===== src/drss_pkg.sv =====
// Package for the DDR read resynchronization block.
// Assumes one fast base clock; phase figures are given in degrees and turned into ticks of that clock.
package drss_pkg;

  // Register byte offsets on the APB port.
  localparam logic [7:0] DRSS_OFS_CTRL   = 8'h00;
  localparam logic [7:0] DRSS_OFS_WINDOW = 8'h04;
  localparam logic [7:0] DRSS_OFS_STATUS = 8'h08;
  localparam logic [7:0] DRSS_OFS_COUNT  = 8'h0c;

  // Control register fields.
  localparam int DRSS_CTRL_STROBELESS = 0;
  localparam int DRSS_CTRL_AUTO       = 1;
  localparam int DRSS_CTRL_SEL_LSB    = 2;
  localparam int DRSS_CTRL_CYC_LSB    = 4;
  localparam int DRSS_CTRL_PHASE_LSB  = 8;
  localparam int DRSS_CTRL_ADJ_LSB    = 16;
  localparam int DRSS_CTRL_LAT_LSB    = 24;
  localparam logic [31:0] DRSS_CTRL_RESET   = 32'h0000_0002;
  localparam logic [31:0] DRSS_WINDOW_RESET = 32'h0000_0000;

  // Window register fields, both in base clock ticks.
  localparam int DRSS_WIN_MIN_LSB = 0;
  localparam int DRSS_WIN_MAX_LSB = 16;

  // Status register fields.
  localparam int DRSS_ST_NUMCYC_LSB = 0;
  localparam int DRSS_ST_EDGE_OK    = 8;
  localparam int DRSS_ST_WIDE_OK    = 9;
  localparam int DRSS_ST_SEL_LSB    = 10;
  localparam int DRSS_ST_BUSY       = 12;
  localparam int DRSS_ST_FBPH_LSB   = 16;
  localparam int DRSS_ST_PHASE_LSB  = 24;

  // Timing figures.
  localparam int DRSS_CLK_PERIOD_PS = 8000;
  localparam int DRSS_PLL_SKEW_PS   = 150;
  localparam int DRSS_STROBE_DEG    = 72;
  localparam int DRSS_READ_DEG      = 90;
  localparam int DRSS_WRITE_DEG     = -90;
  localparam int DRSS_FULL_DEG      = 360;

  // Resynchronization clock choices.
  typedef enum logic [1:0] {
    DRSS_EDGE_RISE,
    DRSS_EDGE_FALL,
    DRSS_EDGE_SHIFT,
    DRSS_EDGE_SHIFT_INV
  } drss_edge_t;

endpackage : drss_pkg


===== src/drss_top.sv =====
// Read data capture and resynchronization into the system clock domain.
// Assumes CLK is a base clock that the memory clocks are divided from, an APB master
// on CLK, and DQ, DQS and the looped feedback clock arriving asynchronously on pins.
//
// Overview of operation
// [RULE1] Latch high word on shifted strobe rise, realign.
// [RULE2] Resync clock: system, shifted or own, invertible.
// [RULE3] Capture hands pair over on strobe fall.
// [RULE4] Memory takes read at rising edge, time zero.
// [RULE5] Half-cycle count is ceiling of earliest time.
// [RULE6] System edge only if count inside window.
// [RULE7] Even count without extra clock: rising edge.
// [RULE8] Odd count without extra clock: falling edge.
// [RULE9] Extra clock from nearest edge by parity.
// [RULE10] Safe window must exceed PLL skew figure.
// [RULE11] Falling-referenced phase offset by half period.
// [RULE12] Cycle zero: first rise after first strobe fall.
// [RULE13] Each cycle step delays one system period.
// [RULE14] Phase applies when no edge in window.
// [RULE15] Write side makes system, write, feedback clocks.
// [RULE16] Read clock tracks looped feedback clock phase.
// [RULE17] Strobe-less mode ignores strobe, uses read clock.
// [RULE18] Read clock adjusted, shifted ninety degrees.
// [RULE19] Both words resynchronized together in one edge.
// [RULE20] Settings change only with no read in flight; the window register applies at once.
//
// Implementation choices: the address map and the APB slave port.
module drss_top
  import drss_pkg::*;
#(
  parameter int DQ_WIDTH      = 8,
  parameter int HALF_TICKS    = 4,
  parameter int BURST_PAIRS   = 4,
  parameter int TIMEOUT_TICKS = 1024
) (
  // Clock and reset
  input  wire logic                  CLK,
  input  wire logic                  RESET,
  // APB slave
  input  wire logic                  PSEL,
  input  wire logic                  PENABLE,
  input  wire logic                  PWRITE,
  input  wire logic [7:0]            PADDR,
  input  wire logic [31:0]           PWDATA,
  output logic      [31:0]           PRDATA,
  output logic                       PREADY,
  output logic                       PSLVERR,
  // Read request from the controller
  input  wire logic                  READ_REQ,
  output logic                       READ_BUSY,
  output logic                       MEM_READ_CMD,
  // Memory read pins
  input  wire logic                  DQS_IN,
  input  wire logic [DQ_WIDTH-1:0]   DQ_IN,
  // Generated clocks and loopback
  output logic                       SYS_CLK_OUT,
  output logic                       WRITE_CLK_OUT,
  output logic                       LOOPBACK_FEEDBACK_CLOCK_OUT,
  input  wire logic                  LOOPBACK_FEEDBACK_CLOCK_IN,
  // Resynchronized read data
  output logic      [2*DQ_WIDTH-1:0] RD_DATA,
  output logic                       RD_VALID
);

  localparam logic [7:0]  PER   = 8'(2 * HALF_TICKS);
  localparam logic [7:0]  HALF  = 8'(HALF_TICKS);
  localparam logic [7:0]  QTR   = 8'(DRSS_READ_DEG * 2 * HALF_TICKS / DRSS_FULL_DEG);
  localparam logic [7:0]  WQTR  = 8'((-DRSS_WRITE_DEG) * 2 * HALF_TICKS / DRSS_FULL_DEG);
  localparam int          SDLY0 = (DRSS_STROBE_DEG * 2 * HALF_TICKS + DRSS_FULL_DEG - 1)
                                  / DRSS_FULL_DEG;
  localparam int          SDLY  = (SDLY0 < 1) ? 1 : SDLY0;
  localparam logic [15:0] TMO   = 16'(TIMEOUT_TICKS);
  localparam logic [7:0]  BURST = 8'(BURST_PAIRS);

  typedef enum logic [2:0] {
    DRSS_ST_IDLE,
    DRSS_ST_ISSUE,
    DRSS_ST_WAIT_STROBE,
    DRSS_ST_WAIT_RISE,
    DRSS_ST_COUNT,
    DRSS_ST_STREAM
  } drss_state_t;

  function automatic logic [7:0] wrap(input logic [9:0] v);
    wrap = 8'(v % {2'h0, PER});
  endfunction : wrap

  drss_state_t          state;
  logic [31:0]          ctrl;
  logic [31:0]          window;
  logic [31:0]          act_ctrl;
  logic [15:0]          done_count;
  logic [15:0]          tmo_count;
  logic [7:0]           ph;
  logic [7:0]           next_ph;
  logic                 dqs_s1, dqs_s2, fb_s1, fb_s2, fb_q;
  logic [DQ_WIDTH-1:0]  dq_s1, dq_s2;
  logic [SDLY-1:0]      dqs_dly;
  logic                 dqs_sh_q;
  logic [7:0]           fb_phase;
  logic [7:0]           rd_pos;
  logic                 cap_rise, cap_fall;
  logic [DQ_WIDTH-1:0]  hi_cap, pair_hi, pair_lo;
  logic [3:0]           cyc;
  logic [3:0]           lat_cnt;
  logic [15:0]          wait_cnt;
  logic [7:0]           pairs;
  logic [7:0]           sample_pos;
  logic [7:0]           numcycle;
  logic [7:0]           auto_phase;
  logic                 edge_ok, wide_ok;
  drss_edge_t           auto_sel, sel;
  logic                 acc, wr_en;

  // System clock phase counter and generated clocks.
  always_comb begin
    next_ph = (ph == PER - 8'h01) ? 8'h00 : ph + 8'h01;
  end

  always_ff @(posedge CLK or posedge RESET) begin
    if (RESET) begin
      ph                          <= 8'h00;
      SYS_CLK_OUT                 <= 1'b0;
      WRITE_CLK_OUT               <= 1'b0;
      LOOPBACK_FEEDBACK_CLOCK_OUT <= 1'b0;
    end else begin
      ph                          <= next_ph;
      SYS_CLK_OUT                 <= next_ph < HALF; // [RULE15]
      // The write clock leads by a quarter period so DQ is centred on DQS.
      WRITE_CLK_OUT               <= wrap({2'h0, next_ph} + {2'h0, WQTR}) < HALF; // [RULE15]
      LOOPBACK_FEEDBACK_CLOCK_OUT <= next_ph < HALF; // [RULE15]
    end
  end

  // Pin synchronisers.
  always_ff @(posedge CLK or posedge RESET) begin
    if (RESET) begin
      dqs_s1 <= 1'b0;
      dqs_s2 <= 1'b0;
      fb_s1  <= 1'b0;
      fb_s2  <= 1'b0;
      dq_s1  <= '0;
      dq_s2  <= '0;
    end else begin
      dqs_s1 <= DQS_IN;
      dqs_s2 <= dqs_s1;
      fb_s1  <= LOOPBACK_FEEDBACK_CLOCK_IN;
      fb_s2  <= fb_s1;
      dq_s1  <= DQ_IN;
      dq_s2  <= dq_s1;
    end
  end

  // Strobe phase shift and feedback phase tracking.
  always_ff @(posedge CLK or posedge RESET) begin
    if (RESET) begin
      dqs_dly  <= '0;
      dqs_sh_q <= 1'b0;
      fb_q     <= 1'b0;
      fb_phase <= 8'h00;
    end else begin
      dqs_dly  <= {dqs_dly[SDLY-2:0], dqs_s2}; // [RULE1]
      dqs_sh_q <= dqs_dly[SDLY-1];
      fb_q     <= fb_s2;
      if (fb_s2 && !fb_q) begin
        fb_phase <= ph; // [RULE16]
      end
    end
  end

  // The read clock sits a quarter period after the looped feedback edge plus a skew trim.
  always_comb begin
    rd_pos = wrap({2'h0, fb_phase} + {2'h0, QTR}
                  + {2'h0, act_ctrl[DRSS_CTRL_ADJ_LSB +: 8]}); // [RULE18]
  end

  always_comb begin
    if (act_ctrl[DRSS_CTRL_STROBELESS]) begin
      cap_rise = (ph == rd_pos); // [RULE17]
      cap_fall = (ph == wrap({2'h0, rd_pos} + {2'h0, HALF})); // [RULE17]
    end else begin
      cap_rise = dqs_dly[SDLY-1] && !dqs_sh_q; // [RULE1]
      cap_fall = !dqs_dly[SDLY-1] && dqs_sh_q; // [RULE3]
    end
  end

  // Capture stage: the high word is realigned with the low word on the falling edge.
  always_ff @(posedge CLK or posedge RESET) begin
    if (RESET) begin
      hi_cap  <= '0;
      pair_hi <= '0;
      pair_lo <= '0;
    end else begin
      if (cap_rise) begin
        hi_cap <= dq_s2; // [RULE1]
      end
      if (cap_fall) begin
        pair_hi <= hi_cap; // [RULE1]
        pair_lo <= dq_s2; // [RULE3]
      end
    end
  end

  // Resynchronization edge selection from the safe window.
  always_comb begin
    logic [31:0] min_v;
    logic [31:0] max_v;
    logic [31:0] nc;
    logic [31:0] shift;
    min_v = 32'(window[DRSS_WIN_MIN_LSB +: 16]);
    max_v = 32'(window[DRSS_WIN_MAX_LSB +: 16]);
    nc    = (min_v + 32'(HALF_TICKS) - 32'd1) / 32'(HALF_TICKS); // [RULE5]
    numcycle = 8'(nc);
    edge_ok  = (nc * 32'(HALF_TICKS)) < max_v; // [RULE6]
    wide_ok  = (max_v > min_v)
               && ((max_v - min_v) * 32'(DRSS_CLK_PERIOD_PS) > 32'(DRSS_PLL_SKEW_PS)); // [RULE10]
    shift    = (nc == 32'd0) ? 32'd0 : min_v - (nc - 32'd1) * 32'(HALF_TICKS);
    // An even count puts the nearest edge on the falling side, so add half a period.
    if (!nc[0]) begin
      auto_phase = wrap(10'(shift) + {2'h0, HALF}); // [RULE9] [RULE11]
    end else begin
      auto_phase = wrap(10'(shift)); // [RULE9]
    end
    if (!edge_ok) begin
      auto_sel = DRSS_EDGE_SHIFT; // [RULE6] [RULE14]
    end else if (!nc[0]) begin
      auto_sel = DRSS_EDGE_RISE; // [RULE7]
    end else begin
      auto_sel = DRSS_EDGE_FALL; // [RULE8]
    end
  end

  always_comb begin
    logic [7:0] man_phase;
    man_phase = wrap({2'h0, act_ctrl[DRSS_CTRL_PHASE_LSB +: 8]});
    if (act_ctrl[DRSS_CTRL_AUTO]) begin
      sel = auto_sel;
    end else begin
      sel = drss_edge_t'(act_ctrl[DRSS_CTRL_SEL_LSB +: 2]);
    end
    unique case (sel)
      DRSS_EDGE_RISE:      sample_pos = 8'h00; // [RULE2]
      DRSS_EDGE_FALL:      sample_pos = HALF; // [RULE2]
      DRSS_EDGE_SHIFT:     sample_pos = act_ctrl[DRSS_CTRL_AUTO] ? auto_phase
                                                                  : man_phase; // [RULE14]
      DRSS_EDGE_SHIFT_INV: sample_pos = wrap({2'h0, man_phase} + {2'h0, HALF}); // [RULE2]
    endcase
  end

  // Read sequencing from command to the last resynchronized pair.
  always_ff @(posedge CLK or posedge RESET) begin
    if (RESET) begin
      state        <= DRSS_ST_IDLE;
      MEM_READ_CMD <= 1'b0;
      cyc          <= 4'h0;
      lat_cnt      <= 4'h0;
      wait_cnt     <= 16'h0000;
      pairs        <= 8'h00;
      done_count   <= 16'h0000;
      tmo_count    <= 16'h0000;
    end else begin
      if (ph == PER - 8'h01 && state != DRSS_ST_ISSUE) begin
        MEM_READ_CMD <= 1'b0;
      end
      unique case (state)
        DRSS_ST_IDLE: begin
          if (READ_REQ) begin
            state <= DRSS_ST_ISSUE;
          end
        end
        DRSS_ST_ISSUE: begin
          // The command goes out for one system period starting at a rising edge.
          if (ph == PER - 8'h01) begin
            MEM_READ_CMD <= 1'b1; // [RULE4]
            lat_cnt      <= 4'h0;
            wait_cnt     <= 16'h0000;
            state        <= DRSS_ST_WAIT_STROBE;
          end
        end
        DRSS_ST_WAIT_STROBE: begin
          wait_cnt <= wait_cnt + 16'h0001;
          if (ph == PER - 8'h01 && lat_cnt != 4'hf) begin
            lat_cnt <= lat_cnt + 4'h1;
          end
          if (wait_cnt == TMO) begin
            tmo_count <= tmo_count + 16'h0001;
            state     <= DRSS_ST_IDLE;
          end else if (cap_fall && (!act_ctrl[DRSS_CTRL_STROBELESS]
                       || lat_cnt >= act_ctrl[DRSS_CTRL_LAT_LSB +: 4])) begin
            state <= DRSS_ST_WAIT_RISE; // [RULE12]
          end
        end
        DRSS_ST_WAIT_RISE: begin
          if (ph == PER - 8'h01) begin
            cyc   <= 4'h0; // [RULE12]
            state <= DRSS_ST_COUNT;
          end
        end
        DRSS_ST_COUNT: begin
          if (ph == sample_pos && cyc == act_ctrl[DRSS_CTRL_CYC_LSB +: 4]) begin
            pairs <= 8'h01;
            state <= (BURST == 8'h01) ? DRSS_ST_IDLE : DRSS_ST_STREAM;
            if (BURST == 8'h01) begin
              done_count <= done_count + 16'h0001;
            end
          end else if (ph == PER - 8'h01) begin
            cyc <= cyc + 4'h1; // [RULE13]
          end
        end
        DRSS_ST_STREAM: begin
          if (ph == sample_pos) begin
            pairs <= pairs + 8'h01;
            if (pairs == BURST - 8'h01) begin
              done_count <= done_count + 16'h0001;
              state      <= DRSS_ST_IDLE;
            end
          end
        end
        default: state <= DRSS_ST_IDLE;
      endcase
    end
  end

  // Register B: both words move into the system domain on the same edge.
  always_ff @(posedge CLK or posedge RESET) begin
    if (RESET) begin
      RD_DATA  <= '0;
      RD_VALID <= 1'b0;
    end else begin
      RD_VALID <= 1'b0;
      if (ph == sample_pos && ((state == DRSS_ST_STREAM) || (state == DRSS_ST_COUNT
          && cyc == act_ctrl[DRSS_CTRL_CYC_LSB +: 4]))) begin
        RD_DATA  <= {pair_hi, pair_lo}; // [RULE19]
        RD_VALID <= 1'b1; // [RULE19]
      end
    end
  end

  always_comb begin
    READ_BUSY = (state != DRSS_ST_IDLE);
  end

  // APB slave with no wait states.
  always_comb begin
    acc     = PSEL && PENABLE;
    wr_en   = acc && PWRITE;
    PREADY  = 1'b1;
    PSLVERR = acc && !(PADDR == DRSS_OFS_CTRL || PADDR == DRSS_OFS_WINDOW
                       || PADDR == DRSS_OFS_STATUS || PADDR == DRSS_OFS_COUNT);
  end

  always_ff @(posedge CLK or posedge RESET) begin
    if (RESET) begin
      ctrl   <= DRSS_CTRL_RESET;
      window <= DRSS_WINDOW_RESET;
    end else if (wr_en) begin
      if (PADDR == DRSS_OFS_CTRL) begin
        ctrl <= PWDATA;
      end
      if (PADDR == DRSS_OFS_WINDOW) begin
        window <= PWDATA;
      end
    end
  end

  // Software may write at any time; a read in flight keeps the control settings it started with, but window writes apply at once.
  always_ff @(posedge CLK or posedge RESET) begin
    if (RESET) begin
      act_ctrl <= DRSS_CTRL_RESET;
    end else if (state == DRSS_ST_IDLE) begin
      act_ctrl <= ctrl; // [RULE20]
    end
  end

  // Read data is latched in the setup cycle so it stands through the access cycle.
  always_ff @(posedge CLK or posedge RESET) begin
    if (RESET) begin
      PRDATA <= 32'h0000_0000;
    end else if (PSEL && !PENABLE && !PWRITE) begin
      unique case (PADDR)
        DRSS_OFS_CTRL:   PRDATA <= ctrl;
        DRSS_OFS_WINDOW: PRDATA <= window;
        DRSS_OFS_STATUS: begin
          PRDATA                                <= 32'h0000_0000;
          PRDATA[DRSS_ST_NUMCYC_LSB +: 8]       <= numcycle;
          PRDATA[DRSS_ST_EDGE_OK]               <= edge_ok;
          PRDATA[DRSS_ST_WIDE_OK]               <= wide_ok;
          PRDATA[DRSS_ST_SEL_LSB +: 2]          <= sel;
          PRDATA[DRSS_ST_BUSY]                  <= READ_BUSY;
          PRDATA[DRSS_ST_FBPH_LSB +: 8]         <= fb_phase;
          PRDATA[DRSS_ST_PHASE_LSB +: 8]        <= sample_pos;
        end
        DRSS_OFS_COUNT:  PRDATA <= {tmo_count, done_count};
        default:         PRDATA <= 32'h0000_0000;
      endcase
    end
  end

endmodule : drss_top


===== config.mk =====
export PLATFORM = sky130hd
export DESIGN_NAME = drss_top
export DESIGN_NICKNAME = d
export VERILOG_FILES = /design/src/drss_pkg.sv /design/src/drss_top.sv
export SDC_FILE = /design/constraint.sdc
export NUM_CORES = 1
export LEC_CHECK = 0
export CORE_MARGIN = 2
export CORE_UTILIZATION = 54
export CTS_BUF_LIST = sky130_fd_sc_hd__clkbuf_8
export CTS_CLUSTER_SIZE = 16
export DETAILED_ROUTE_END_ITERATION = 8
export DONT_BUFFER_PORTS = 1
export PLACE_DENSITY_LB_ADDON = 0.08
export SETUP_SLACK_MARGIN = 0.1
export SYNTH_ARGS = -nofsm -noshare
export SYNTH_HDL_FRONTEND = slang
export SYNTH_SLANG_ARGS = --single-unit

===== constraint.sdc =====
create_clock -name CLK -period 11.3 [get_ports CLK]
set_input_delay 2.825 -clock CLK [delete_from_list [all_inputs] [get_ports CLK]]
set_output_delay 2.825 -clock CLK [all_outputs]
set_load 0.05 [all_outputs]

==> flow_summary.json <==
{
  "status": "finished clean",
  "syn2layout_area_growth_pct": 7.20,
  "synth_cells": 1624,
  "num_io_pins": 112,
  "fin_crit_sh_pct": 68.4,
  "wire_per_inst_um": 19.6,
  "numCtsBuffers": 44,
  "cts.sinks": 265,
  "hp-class": "flop to flop",
  "fmax_mhz": 129,
  "cts_resized": 0,
  "maxCapViolCount": 0,
  "num_antenna_cells": 0,
  "nFillCells": 2542,
  "antenna_found_initial": 2,
  "yosysMostFrequentCell": "dfrtp_1",
  "grt.total_usage_pct": 25.6,
  "cts_setup_buffers": 0,
  "htreeDepth": 2,
  "hold_viol_final": 0,
  "nets": 1821,
  "synth_top_area_cell": "dfrtp_1",
  "fin_skew_ns": 0.0448,
  "dp_slack_ns": 3.67,
  "r2r_end": "PRDATA[9]",
  "drtAntennaViolNets": 0,
  "layout-drive-gt1-share_pct": 13.1,
  "viasPerCell": 5.93,
  "grt_max_degree": 128,
  "drt_first_iter_violations": 845,
  "synth_area_per_cell_um2": 10.1,
  "yosys-top-cells-count": "dfrtp_1 (263), nand2_1 (163), inv_1 (137), o21ai_0 (137), mux2_2 (103)",
  "critPathLaunch": "window[1]",
  "place_hpwl_um": 29500,
  "path_clk_slew_ns": 0.07,
  "initial_utilization_pct": 55.2,
  "stdcell_count": 2034,
  "timing.setup.tns_ns": 0,
  "syn_nets": 1831,
  "cp_slowest_cell": "dfrtp_1",
  "finalSetupViolations": 0,
  "worst_slack_ns": 3.57,
  "worst_pin_slew_ns": 1.12,
  "clkLatencyLatePin_ns": 0.58,
  "end_kind": "flop",
  "min_from": "dqs_s2",
  "cts-root-buf": "clkbuf_8",
  "ctsHoldBuffers": 0,
  "cts_tree": "done",
  "clk_path_buf_depth": 3,
  "async_flop_share_pct": 100,
  "synth_seq_area_share_pct": 40.2,
  "crit_path_end": "PRDATA[9]",
  "crit_path_frequent_cell": "fa_1",
  "required_ns": 11.72,
  "rsz0062_at_grt": "no",
  "gp_congestion": 0.901,
  "yosysWarnings": 0,
  "totalWireLength_um": 39900,
  "synth-edff-count": 0,
  "slew_headroom_pct": 25.2,
  "dieHeight_um": 179,
  "reg2reg_from": "window[1]",
  "reg2reg_depth": 26,
  "port_buffers": 0,
  "synth_cell_types": 85,
  "crit_type": "flop to flop",
  "dieArea_mm2": 0.0319,
  "synth-seq-cells": 265,
  "rows": 63,
  "gr-total-overflow": 0,
  "cpPeakStageDelay_ns": 0.58,
  "min_period_ns": 7.73,
  "vias": 12100,
  "startpoint_type": "flop",
  "core_mm2": 0.0299,
  "slew_violations": 0,
  "die_w_um": 179,
  "dp.cells": 1958,
  "synth_area_leaders": "dfrtp_1 (40%), ha_1 (7.1%), mux2_2 (7.0%), fa_1 (6.9%), o21ai_0 (4.2%)",
  "crit_fanout": 9,
  "arrival_ns": 8.15,
  "synth_flop_cell": "dfrtp_1",
  "grt_pass1_vias": 11800,
  "drc_errors": 0,
  "grt_pass1_wl_um": 63800,
  "r2r_slack_ns": 3.57,
  "syn_area_mm2": 0.0165,
  "synth_top_area_share_pct": 39.9,
  "first_pass_iters": 5
}
-- logic make-up (layout without fill, tap and decap cells) --
| family | count (synthesis) | in the layout | synth area share (%) |
|---|---|---|---|
| adder cells (fa/ha/maj) | 152 | 152 | 14.1 |
| AND/OR/NAND/NOR | 442 | 442 | 13.6 |
| XOR/XNOR | 105 | 105 | 5.58 |
| AO/OA/AOI/OAI | 345 | 345 | 13.7 |
| multiplexers | 111 | 111 | 7.90 |
| buffers and inverters | 203 | 223 | 4.86 |
| other | 1 | 1 | 0.0228 |
| flip-flops | 265 | 265 | 40.2 |
-- cell usage in the layout, fill, tap and decap left out, drive strengths merged, types with 14 or more instances in the layout --
master and count:
inv 152, xor2 39, o21ai 140, nand3 48, nand2 163, ha 94, xnor2 66, nand2b 14
fa 57, a21oi 61, and3 21, nor3 21, nor2 67, dfrtp 263, nand4 28, clkbuf 57
mux2 103
-- routing by layer --
layer / GRT usage (%) / share of wire, % / wire length [um] / vias up
met5: 0 / 0.070 / 28 / -
met4: 7.45 / 2.6 / 1040 / 4
met3: 4.66 / 6.0 / 2390 / 74
met2: 39.2 / 44 / 17700 / 332
met1: 37.4 / 47 / 18700 / 5960
li1: - / - / - / 5699
-- how the worst min path moves through the flow --
stage | end | slack (ns) | cells after the start
after floorplan | dq_s2[0] | 0.33 | 0
after global placement | dq_s2[6] | 0.33 | 0
after detailed placement | dq_s2[1] | 0.33 | 0
after CTS | dq_s2[7] | 0.34 | 0
after global routing | dq_s2[1] | 0.35 | 0
final | dqs_dly[0] | 0.34 | 0
-- state kept, by name, indices dropped and copies added (netlist names), 16 cells and up, named ones only --
signal and count:
ctrl 32, done_count 16, PRDATA 32, RD_DATA 16, window 32, tmo_count 16, act_ctrl 18, wait_cnt 16
-- through the flow --
step	util (%)	hold WS, ns	area [um2]
4_1_cts	59.1	0.343	17700
6_report	59.1	0.338	17700
3_3_place_gp	56.2	0.333	16800
5_1_grt	59.1	0.352	17700
2_1_floorplan	-	0.331	16500
3_5_place_dp	56.2	0.335	16800
-- layout make-up --
class | instances | area [um2] | area share (%)
Inverter | 138 | 526 | 2.97
Clock buffer | 57 | 785 | 4.44
Clock inverter | 19 | 93.8 | 0.531
Sequential cell | 265 | 6630 | 37.5
Multi-Input combinational cell | 1156 | 9080 | 51.4
Timing Repair Buffer | 9 | 67.6 | 0.382
Tap cell | 390 | 488 | 2.76
-- critical path, delay by kind of cell, from the launching register on --
family,cells,cell delay [ns]
adders and majority gates,6,2.75
AOI/OAI and AO/OA,10,2.29
and+or+nand+nor,6,1.09
DFF,1,0.58
xor gates and xnor gates,1,0.46
buffers and inverters,3,0.39
Power is left out: the tool's default activity adds up to more than one toggle a clock period on the data nets, which glitch-free logic cannot reach.
